## config.mk

```make
export PLATFORM = sky130hd
export DESIGN_NAME = zqtc_top
export DESIGN_NICKNAME = d
export VERILOG_FILES = /design/src/zqtc_pkg.sv /design/src/zqtc_cal_if.sv /design/src/zqtc_top.sv /design/src/zqtc_cal_engine.sv
export SDC_FILE = /design/constraint.sdc
export NUM_CORES = 1
export LEC_CHECK = 0
export BUFFER_PORTS_ARGS = -buffer_cell sky130_fd_sc_hd__clkbuf_2
export CAP_MARGIN = 20
export CORE_ASPECT_RATIO = 1.1
export CORE_UTILIZATION = 60
export CTS_BUF_LIST = sky130_fd_sc_hd__clkbuf_8 sky130_fd_sc_hd__clkbuf_16
export DETAILED_ROUTE_END_ITERATION = 7
export HOLD_SLACK_MARGIN = 0.15
export PLACE_DENSITY_LB_ADDON = 0.12
export SLEW_MARGIN = 20
export SYNTH_ARGS = -nofsm -noshare
export SYNTH_HDL_FRONTEND = slang
export SYNTH_SLANG_ARGS = --single-unit
```

## constraint.sdc

```tcl
create_clock -name pclk -period 8.6 [get_ports pclk]
set_clock_uncertainty 0.05 [all_clocks]
set_input_delay 2.58 -clock pclk [delete_from_list [all_inputs] [get_ports pclk]]
set_output_delay 2.58 -clock pclk [all_outputs]
set_load 0.02 [all_outputs]
```

## src/zqtc_pkg.sv

```systemverilog
// Package of constants and types for the calibration and termination block
`default_nettype none
package zqtc_pkg;
  // APB register offsets
  localparam logic [7:0] ZQTC_CTRL_OFS   = 8'h00;
  localparam logic [7:0] ZQTC_MODE_OFS   = 8'h04;
  localparam logic [7:0] ZQTC_STATUS_OFS = 8'h08;
  localparam logic [7:0] ZQTC_CODE_OFS   = 8'h0c;
  localparam logic [7:0] ZQTC_LAT_OFS    = 8'h10;
  // Field positions in the mode register
  localparam int ZQTC_NOM_LSB  = 0;
  localparam int ZQTC_WR_LSB   = 3;
  localparam int ZQTC_PARK_LSB = 6;
  localparam int ZQTC_TDQS_BIT = 9;
  localparam int ZQTC_X16_BIT  = 10;
  localparam int ZQTC_PRE2_BIT = 11;
  localparam int ZQTC_CRC_BIT  = 12;
  // Reset values
  localparam logic [31:0] ZQTC_MODE_RST = 32'h0000_0000;
  localparam logic [7:0]  ZQTC_CODE_RST = 8'h80;
  localparam logic [7:0]  ZQTC_CWL_RST  = 8'h09;
  // Calibration windows in clock cycles
  localparam int ZQTC_ZQCS_NCK   = 128;
  localparam int ZQTC_ZQOPER_NCK = 512;
  localparam int ZQTC_ZQINIT_NCK = 1024;
  // Read termination-off latency offsets
  localparam logic [7:0] ZQTC_PRE1_SUB = 8'h02;
  localparam logic [7:0] ZQTC_PRE2_SUB = 8'h03;
  localparam logic [7:0] ZQTC_BL_HALF  = 8'h04;

  typedef enum logic [1:0] {ZQTC_RTT_OFF, ZQTC_RTT_WR, ZQTC_RTT_NOM, ZQTC_RTT_PARK} zqtc_rtt_t;
  typedef enum logic [1:0] {ZQTC_CAL_IDLE, ZQTC_CAL_RUN, ZQTC_CAL_XFER} zqtc_cal_t;
endpackage
`default_nettype wire

```

## src/zqtc_cal_if.sv

```systemverilog
// Interface between the top and the calibration engine
`default_nettype none
interface zqtc_cal_if;
  logic       start;
  logic       long_cal;
  logic [7:0] target;
  logic       busy;
  logic       current_on;
  logic       done;
  logic [7:0] code;
  logic       init_done;
  modport top (output start, long_cal, target, input busy, current_on, done, code, init_done);
  modport eng (input start, long_cal, target, output busy, current_on, done, code, init_done);
endinterface
`default_nettype wire

```

## src/zqtc_top.sv

```systemverilog
// Top of the calibration and on-die termination control block
`default_nettype none
module zqtc_top
  import zqtc_pkg::*;
#(
  parameter int ZQINIT_NCK = ZQTC_ZQINIT_NCK,
  parameter int ZQOPER_NCK = ZQTC_ZQOPER_NCK,
  parameter int ZQCS_NCK   = ZQTC_ZQCS_NCK,
  parameter int DLY_DEPTH  = 64
) (
  input  wire logic        pclk,
  input  wire logic        presetn,
  input  wire logic        psel,
  input  wire logic        penable,
  input  wire logic        pwrite,
  input  wire logic [7:0]  paddr,
  input  wire logic [31:0] pwdata,
  output logic      [31:0] prdata,
  output logic             pready,
  output logic             pslverr,
  input  wire logic        cmd_zq_long,
  input  wire logic        cmd_zq_short,
  input  wire logic        cmd_write,
  input  wire logic        cmd_read,
  input  wire logic        cke,
  input  wire logic        odt_pin,
  input  wire logic        self_refresh,
  output logic      [1:0]  rtt_state,
  output logic      [2:0]  rtt_value,
  output logic      [7:0]  ron_code,
  output logic      [7:0]  rtt_code,
  output logic             zq_current_on,
  output logic             cal_busy,
  output logic             term_tdqs_en,
  output logic             term_upper_en,
  output logic             protocol_err
);
  ////////////////////////////////////////////////////////////////////////////
  // Helpers
  function automatic logic [7:0] zqtc_sub(input logic [7:0] a, input logic [7:0] b);
    zqtc_sub = (a > b) ? a - b : 8'h00;
  endfunction

  ////////////////////////////////////////////////////////////////////////////
  // State
  typedef struct packed {
    logic [31:0]          mode;
    logic [7:0]           target;
    logic [7:0]           cwl;
    logic [7:0]           al;
    logic [7:0]           pl;
    logic [7:0]           cl;
    logic [DLY_DEPTH-1:0] odt_hist;
    logic [DLY_DEPTH-1:0] rd_hist;
    logic [7:0]           wr_cnt;
    logic [7:0]           rd_cnt;
    logic                 err;
    logic [31:0]          rdata;
    logic [1:0]           rtt_st;
    logic [2:0]           rtt_val;
  } zqtc_top_t;
  zqtc_top_t s_reg, s_next;

  zqtc_cal_if cal ();
  zqtc_cal_engine #(
    .ZQINIT_NCK (ZQINIT_NCK),
    .ZQOPER_NCK (ZQOPER_NCK),
    .ZQCS_NCK   (ZQCS_NCK)
  ) u_eng (
    .pclk    (pclk),
    .presetn (presetn),
    .cal     (cal)
  );

  logic        wr_en;
  logic        rd_en;
  logic [7:0]  sub;
  logic [7:0]  dodtl;
  logic [7:0]  rodtl;
  logic [7:0]  rd_len;
  logic        odt_dly;
  logic        rd_dly;
  logic [2:0]  f_nom;
  logic [2:0]  f_wr;
  logic [2:0]  f_park;

  assign wr_en = psel && penable && pwrite;
  assign rd_en = psel && penable && !pwrite;
  assign f_nom  = s_reg.mode[ZQTC_NOM_LSB +: 3];
  assign f_wr   = s_reg.mode[ZQTC_WR_LSB +: 3];
  assign f_park = s_reg.mode[ZQTC_PARK_LSB +: 3];
  assign sub    = s_reg.mode[ZQTC_PRE2_BIT] ? ZQTC_PRE2_SUB : ZQTC_PRE1_SUB;
  assign dodtl  = zqtc_sub(s_reg.cwl + s_reg.al + s_reg.pl, sub);
  assign rodtl  = zqtc_sub(s_reg.cl + s_reg.al + s_reg.pl, sub);
  assign rd_len = ZQTC_BL_HALF + sub + {7'h00, s_reg.mode[ZQTC_CRC_BIT]};
  assign odt_dly = (dodtl == 8'h00) ? odt_pin : s_reg.odt_hist[dodtl[5:0] - 6'd1];
  assign rd_dly  = (rodtl == 8'h00) ? cmd_read : s_reg.rd_hist[rodtl[5:0] - 6'd1];

  ////////////////////////////////////////////////////////////////////////////
  // Calibration start
  assign cal.start    = (cmd_zq_long || cmd_zq_short) && !cal.busy;
  assign cal.long_cal = cmd_zq_long;
  assign cal.target   = s_reg.target;

  ////////////////////////////////////////////////////////////////////////////
  // Next state
  always_comb begin
    s_next = s_reg;
    s_next.odt_hist = {s_reg.odt_hist[DLY_DEPTH-2:0], odt_pin && !self_refresh};
    s_next.rd_hist  = {s_reg.rd_hist[DLY_DEPTH-2:0], cmd_read};
    // Write termination window: ODTLcnw..ODTLcwn8 collapsed to a burst hold
    if (cmd_write) begin
      s_next.wr_cnt = dodtl + 8'h08;
    end else if (s_reg.wr_cnt != 8'h00) begin
      s_next.wr_cnt = s_reg.wr_cnt - 8'h01;
    end
    if (rd_dly) begin
      s_next.rd_cnt = rd_len;
    end else if (s_reg.rd_cnt != 8'h00) begin
      s_next.rd_cnt = s_reg.rd_cnt - 8'h01;
    end
    // Controller misuse during a window; set wins over software clear
    if (wr_en && paddr == ZQTC_STATUS_OFS && pwdata[0]) begin
      s_next.err = 1'b0;
    end
    if (cal.busy && (cmd_write || cmd_read || !cke || odt_pin ||
        ((cmd_zq_long || cmd_zq_short) && !cal.start))) begin
      s_next.err = 1'b1;
    end
    // Termination resolution
    if (self_refresh) begin
      s_next.rtt_st  = ZQTC_RTT_OFF;
      s_next.rtt_val = 3'h0;
    end else if (s_reg.rd_cnt != 8'h00 || rd_dly ||
                 (f_nom == 3'h0 && f_wr == 3'h0 && f_park == 3'h0)) begin
      s_next.rtt_st  = ZQTC_RTT_OFF;
      s_next.rtt_val = 3'h0;
    end else if (f_wr != 3'h0 && s_reg.wr_cnt != 8'h00 && s_reg.wr_cnt <= 8'h08) begin
      s_next.rtt_st  = ZQTC_RTT_WR;
      s_next.rtt_val = f_wr;
    end else if (f_nom != 3'h0 && odt_dly && !cal.busy) begin
      s_next.rtt_st  = ZQTC_RTT_NOM;
      s_next.rtt_val = f_nom;
    end else if (f_park != 3'h0) begin
      s_next.rtt_st  = ZQTC_RTT_PARK;
      s_next.rtt_val = f_park;
    end else begin
      s_next.rtt_st  = ZQTC_RTT_OFF;
      s_next.rtt_val = 3'h0;
    end
    // Register writes
    if (wr_en) begin
      if (paddr == ZQTC_MODE_OFS) begin
        s_next.mode = pwdata;
      end else if (paddr == ZQTC_CODE_OFS) begin
        s_next.target = pwdata[7:0];
      end else if (paddr == ZQTC_LAT_OFS) begin
        s_next.cwl = pwdata[7:0];
        s_next.al  = pwdata[15:8];
        s_next.pl  = pwdata[23:16];
        s_next.cl  = pwdata[31:24];
      end
    end
    // Register reads
    s_next.rdata = 32'h0000_0000;
    if (psel && !penable && !pwrite) begin
      if (paddr == ZQTC_CTRL_OFS) begin
        s_next.rdata = {29'h0, cal.init_done, cal.current_on, cal.busy};
      end else if (paddr == ZQTC_MODE_OFS) begin
        s_next.rdata = s_reg.mode;
      end else if (paddr == ZQTC_STATUS_OFS) begin
        s_next.rdata = {25'h0, s_reg.rtt_st, s_reg.rtt_val, 1'b0, s_reg.err};
      end else if (paddr == ZQTC_CODE_OFS) begin
        s_next.rdata = {16'h0, cal.code, s_reg.target};
      end else if (paddr == ZQTC_LAT_OFS) begin
        s_next.rdata = {s_reg.cl, s_reg.pl, s_reg.al, s_reg.cwl};
      end
    end
  end

  always_ff @(posedge pclk or negedge presetn) begin
    if (!presetn) begin
      s_reg <= '{mode: ZQTC_MODE_RST, target: ZQTC_CODE_RST, cwl: ZQTC_CWL_RST,
                 al: 8'h00, pl: 8'h00, cl: 8'h00, odt_hist: '0, rd_hist: '0,
                 wr_cnt: 8'h00, rd_cnt: 8'h00, err: 1'b0, rdata: 32'h0000_0000,
                 rtt_st: ZQTC_RTT_OFF, rtt_val: 3'h0};
    end else begin
      s_reg <= s_next;
    end
  end

  ////////////////////////////////////////////////////////////////////////////
  // Outputs
  logic addr_ok;
  assign addr_ok = (paddr == ZQTC_CTRL_OFS) || (paddr == ZQTC_MODE_OFS) ||
                   (paddr == ZQTC_STATUS_OFS) || (paddr == ZQTC_CODE_OFS) ||
                   (paddr == ZQTC_LAT_OFS);
  assign pready        = 1'b1;
  assign pslverr       = psel && penable && !addr_ok;
  assign prdata        = s_reg.rdata;
  assign rtt_state     = s_reg.rtt_st;
  assign rtt_value     = s_reg.rtt_val;
  assign ron_code      = cal.code;
  assign rtt_code      = cal.code;
  assign zq_current_on = cal.current_on;
  assign cal_busy      = cal.busy;
  assign term_tdqs_en  = s_reg.mode[ZQTC_TDQS_BIT] && !s_reg.mode[ZQTC_X16_BIT];
  assign term_upper_en = s_reg.mode[ZQTC_X16_BIT];
  assign protocol_err  = s_reg.err;
endmodule // zqtc_top
`default_nettype wire

```

## src/zqtc_cal_engine.sv

```systemverilog
// Calibration engine: windowed code search and single-step transfer
`default_nettype none
module zqtc_cal_engine
  import zqtc_pkg::*;
#(
  parameter int ZQINIT_NCK = ZQTC_ZQINIT_NCK,
  parameter int ZQOPER_NCK = ZQTC_ZQOPER_NCK,
  parameter int ZQCS_NCK   = ZQTC_ZQCS_NCK
) (
  input  wire logic pclk,
  input  wire logic presetn,
  zqtc_cal_if.eng   cal
);
  typedef struct packed {
    zqtc_cal_t   st;
    logic [15:0] cnt;
    logic [7:0]  work;
    logic [7:0]  code;
    logic        init_done;
    logic        done;
  } zqtc_eng_t;
  zqtc_eng_t s_reg, s_next;

  always_comb begin
    s_next      = s_reg;
    s_next.done = 1'b0;
    case (s_reg.st)
      ZQTC_CAL_IDLE: begin
        if (cal.start) begin
          s_next.st   = ZQTC_CAL_RUN;
          s_next.work = s_reg.code;
          if (cal.long_cal && !s_reg.init_done) begin
            s_next.cnt = 16'(ZQINIT_NCK - 2);
          end else if (cal.long_cal) begin
            s_next.cnt = 16'(ZQOPER_NCK - 2);
          end else begin
            s_next.cnt = 16'(ZQCS_NCK - 2);
          end
          if (cal.long_cal) begin
            s_next.init_done = 1'b1;
          end
        end
      end
      ZQTC_CAL_RUN: begin
        // Step one unit per cycle toward target; a window of N cycles moves the code at most N-1 steps
        if (s_reg.work < cal.target) begin
          s_next.work = s_reg.work + 8'h01;
        end else if (s_reg.work > cal.target) begin
          s_next.work = s_reg.work - 8'h01;
        end
        if (s_reg.cnt == 16'h0000) begin
          s_next.st = ZQTC_CAL_XFER;
        end else begin
          s_next.cnt = s_reg.cnt - 16'h0001;
        end
      end
      default: begin
        s_next.code = s_reg.work;
        s_next.done = 1'b1;
        s_next.st   = ZQTC_CAL_IDLE;
      end
    endcase
  end

  always_ff @(posedge pclk or negedge presetn) begin
    if (!presetn) begin
      s_reg <= '{st: ZQTC_CAL_IDLE, cnt: 16'h0000, work: ZQTC_CODE_RST,
                 code: ZQTC_CODE_RST, init_done: 1'b0, done: 1'b0};
    end else begin
      s_reg <= s_next;
    end
  end

  assign cal.busy       = (s_reg.st != ZQTC_CAL_IDLE);
  assign cal.current_on = (s_reg.st == ZQTC_CAL_RUN);
  assign cal.done       = s_reg.done;
  assign cal.code       = s_reg.code;
  assign cal.init_done  = s_reg.init_done;
endmodule // zqtc_cal_engine
`default_nettype wire

```

==> impl_metrics.yaml <==
sta:
  timing.final.ws_setup_ps: 2061
  max_freq_mhz: 152.9
  period_needed_ps: 6539
  grt_setup_unrepaired: "false"
  relSlewSlack_pct: 31.96
  worstMarginPinSlew_ps: 1013
  slew_viol_final: 0
  finalSetupViolations: 0
  hold_viol: 0
  finalCritPeriodShare_pct: 76.04
  holdWs_ps: 319.7
  tns_ps: 0
power:
  seqPwrFrac_pct: 41.5
  ir_drop_mv: 0.1808
  power_density_nw_per_um2: 232.6
  p_leak_nw: 7.531
  netSwitchingFraction_pct: 29.76
  p_int_mw: 2.619
  p_clk_share_pct: 34.8
  combPwrFrac_pct: 23.7
  switchingPower_mw: 1.109
  power_mw: 3.728
floorplan:
  floorplan.initialDensity_pct: 61.44
  fp.dieH_um: 165.9
  fp.coreArea_um2: 23840
  die_w_um: 151.0
  die_area_um2: 25050
  io-pin-count: 112
  rows: 59
global_routing:
  grt-ovfl-total: 0
  grt_antenna_before_repair: 1
  use_met3_pct: 4.341
  met1_usage_pct: 39.52
  grt_max_degree: 176
  grt_usage_pct: 27.43
  busiest_layer: "met2"
  grt_pass1_wl_um: 54460
  first_global_vias: 10318
  met2_usage_pct: 42.66
worst_setup_path:
  crit_chain: "fa_1, ha_1, fa_1, a211oi_1, nor3_1, o311ai_2, nand4_1, nand2b_1, ha_1, o21ai_0, maj3_1, o21ai_0, xnor2_1, nand4b_1, o22ai_1, a2111oi_2, a31o_2, nand3_2, a21o_1, o32ai_1"
  rrSetupSlack_ps: 2060
  reg2reg_to: "rtt_value[2]$_DFF_PN0_"
  endpoint_kind: "flop"
  reg2reg_depth: 20
  arrival_ps: 6940
  cp-start-kind: "flop"
  worst-path-max-fanout: 13
  startpoint: "s_reg[183]$_DFFE_PN0P_"
  cpLargestDelayFamily: "compound AO/OA/AOI/OAI gates"
  r2r-start: "s_reg[183]$_DFFE_PN0P_"
  critical_path_class: "flop to flop"
  max_stage_delay_ps: 550
  critPathSlowestCell: "nand4_1"
  required_ps: 9000
  critical_path_buf_inv_count: 0
yosys:
  synth_seq_cells: 289
  ys_seq_area_share_pct: 49.41
  syn_area_um2: 14650
  synth_area_leader_cell: "dfrtp_1"
  synth-edff-count: 0
  yosys_warnings: 0
  synth_area_leaders: "dfrtp_1, mux2_2, ha_1"
  synthesis.instances: 1322
  async_flop_share_pct: 100.0
  syn-mean-instance-area_um2: 11.08
  ys_types: 89
  synth_top_area_share_pct: 48.51
  synth_nets: 1432
  ys.flop_type: "dfrtp_1"
clock_tree:
  postCtsHoldBufs: 0
  post_cts_resized: 0
  htreeDepth: 1
  cts_buffer_depth: 3
  cts_root_buf: "clkbuf_16"
  clock_sinks: 289
  cts_tree: "yes"
  cts.clk_slew.worst_paths_ps: 70
  clock_latency_ps: 550
  numCtsBuffers: 30
  postCtsSetupRepairBufs: 0
min_path:
  hp-start: "s_next[151]$_DFF_PN0_"
  hp-class: "flop to flop"
  hold_depth: 0
  worstHoldEndpoint: "s_next[152]$_DFF_PN0_"
drt:
  num_vias: 10289
  first_iter_violations: 720
  drc: 0
  firstDrtPassIters: 5
  wire_per_inst_um: 19.61
  ant_nets: 0
  routed_wl_um: 33180
  via_per_inst: 6.081
finish:
  final_cell_mix: "dfrtp_1, nor2_1, clkbuf_2"
  layout-drive-gt1-share_pct: 21.63
  largest_register_ffs: 126
  nNetsFinal: 1475
  areaGrowthSynthToFinish_pct: 9.394
  regArea_um2: 7238
  final_core_util_pct: 67.21
  multi_input_area_um2: 6600
  fill_cells: 1829
  antennaDiodeCount: 0
  final_common_cell: "dfrtp_1"
placement:
  gp_congestion: 0.8976
  place_ws_ps: 2110
  io_buffers: 110
  dp_hpwl_um: 23050
flow_run:
  maxCapViolCount: 0
status:
  status: "finished, final reports clean"
==> synth_stat cells, types with 6 or more instances <==
cell,count
nand2b_1,18
fa_1,17
and2_1,6
xnor2_1,31
ha_1,41
o22ai_1,6
inv_1,48
nand4_1,15
nand2_1,83
or2_2,7
xor2_1,12
nand3b_1,6
nand3_1,18
a22oi_1,37
mux2i_1,30
nor3_1,36
nor2_1,115
a21o_1,12
dfrtp_1,284
clkbuf_1,35
a31oi_1,13
buf_2,9
mux4_2,9
a211oi_1,9
buf_4,54
or3_1,11
and3_1,8
o21ai_0,63
mux2_2,98
a21oi_1,42
buf_1,7
o211ai_1,6
a311oi_1,7
o221ai_1,7
o31ai_1,10
nor2b_1,10
nor3b_1,6
==> power by group through the flow <==
stage                     Combinational, mW  Clock [mW]  Sequential, mW
after CTS                             0.885        1.32            1.55
after detailed placement              0.876           0            1.57
final                                 0.884        1.30            1.55
after global placement                0.856           0            1.57
after floorplan                       0.691           0            1.54
after global routing                   1.00        1.37            1.56
==> cell type report <==
cell class,count,share of cell area [%]
multi-input combinational,877,41.18
clock inverter,20,1.077
clock buffer,34,5.098
timing repair buffer,118,3.950
tap,305,2.381
inverter,49,1.148
sequential,289,45.16
==> kinds of logic (layout without fill, tap and decap cells) <==
family / after synthesis / count (layout) / share of synthesized area [%]
other: 1 / 1 / 0.02560
muxes: 140 / 140 / 11.20
buffers and inverters: 156 / 221 / 5.560
adders and majority gates: 59 / 59 / 5.893
and+or+nand+nor: 365 / 365 / 12.27
AOI/OAI and AO/OA: 266 / 266 / 12.66
DFF: 289 / 289 / 49.41
xor gates and xnor gates: 46 / 46 / 2.989
==> worst max path at each step <==
stage,to,slack [ps],cells after the start
after floorplan,pslverr,2550,3
after global placement,rtt_value[2]$_DFF_PN0_,2280,20
after detailed placement,rtt_value[2]$_DFF_PN0_,2110,20
after CTS,rtt_value[2]$_DFF_PN0_,2060,20
after global routing,rtt_value[2]$_DFF_PN0_,1520,20
final,rtt_value[2]$_DFF_PN0_,2060,20
==> metrics by stage <==
step	cell area (um^2)	instances
floorplan	14650	1322
global placement	15040	1638
detailed placement	15040	1638
CTS	16030	1692
global route	16030	1692
finish	16030	1692
==> worst register-to-register path, stage by stage (launching register included) <==
cell and delay [ps]:
dfrtp_1 410, fa_1 480, ha_1 230, fa_1 480, a211oi_1 360, nor3_1 150, o311ai_2 400, nand4_1 550
nand2b_1 300, ha_1 400, o21ai_0 160, maj3_1 360, o21ai_0 220, xnor2_1 280, nand4b_1 170, o22ai_1 80
a2111oi_2 380, a31o_2 370, nand3_2 190, a21o_1 270, o32ai_1 130
==> per-layer routing <==
| metal | wire (um) | vias up |
|---|---|---|
| li1 | - | 4769 |
| met1 | 14910 | 5121 |
| met2 | 15500 | 324 |
| met3 | 1893 | 73 |
| met4 | 873 | 2 |
| met5 | 8 | - |
Power figures use the tool's default switching activity.
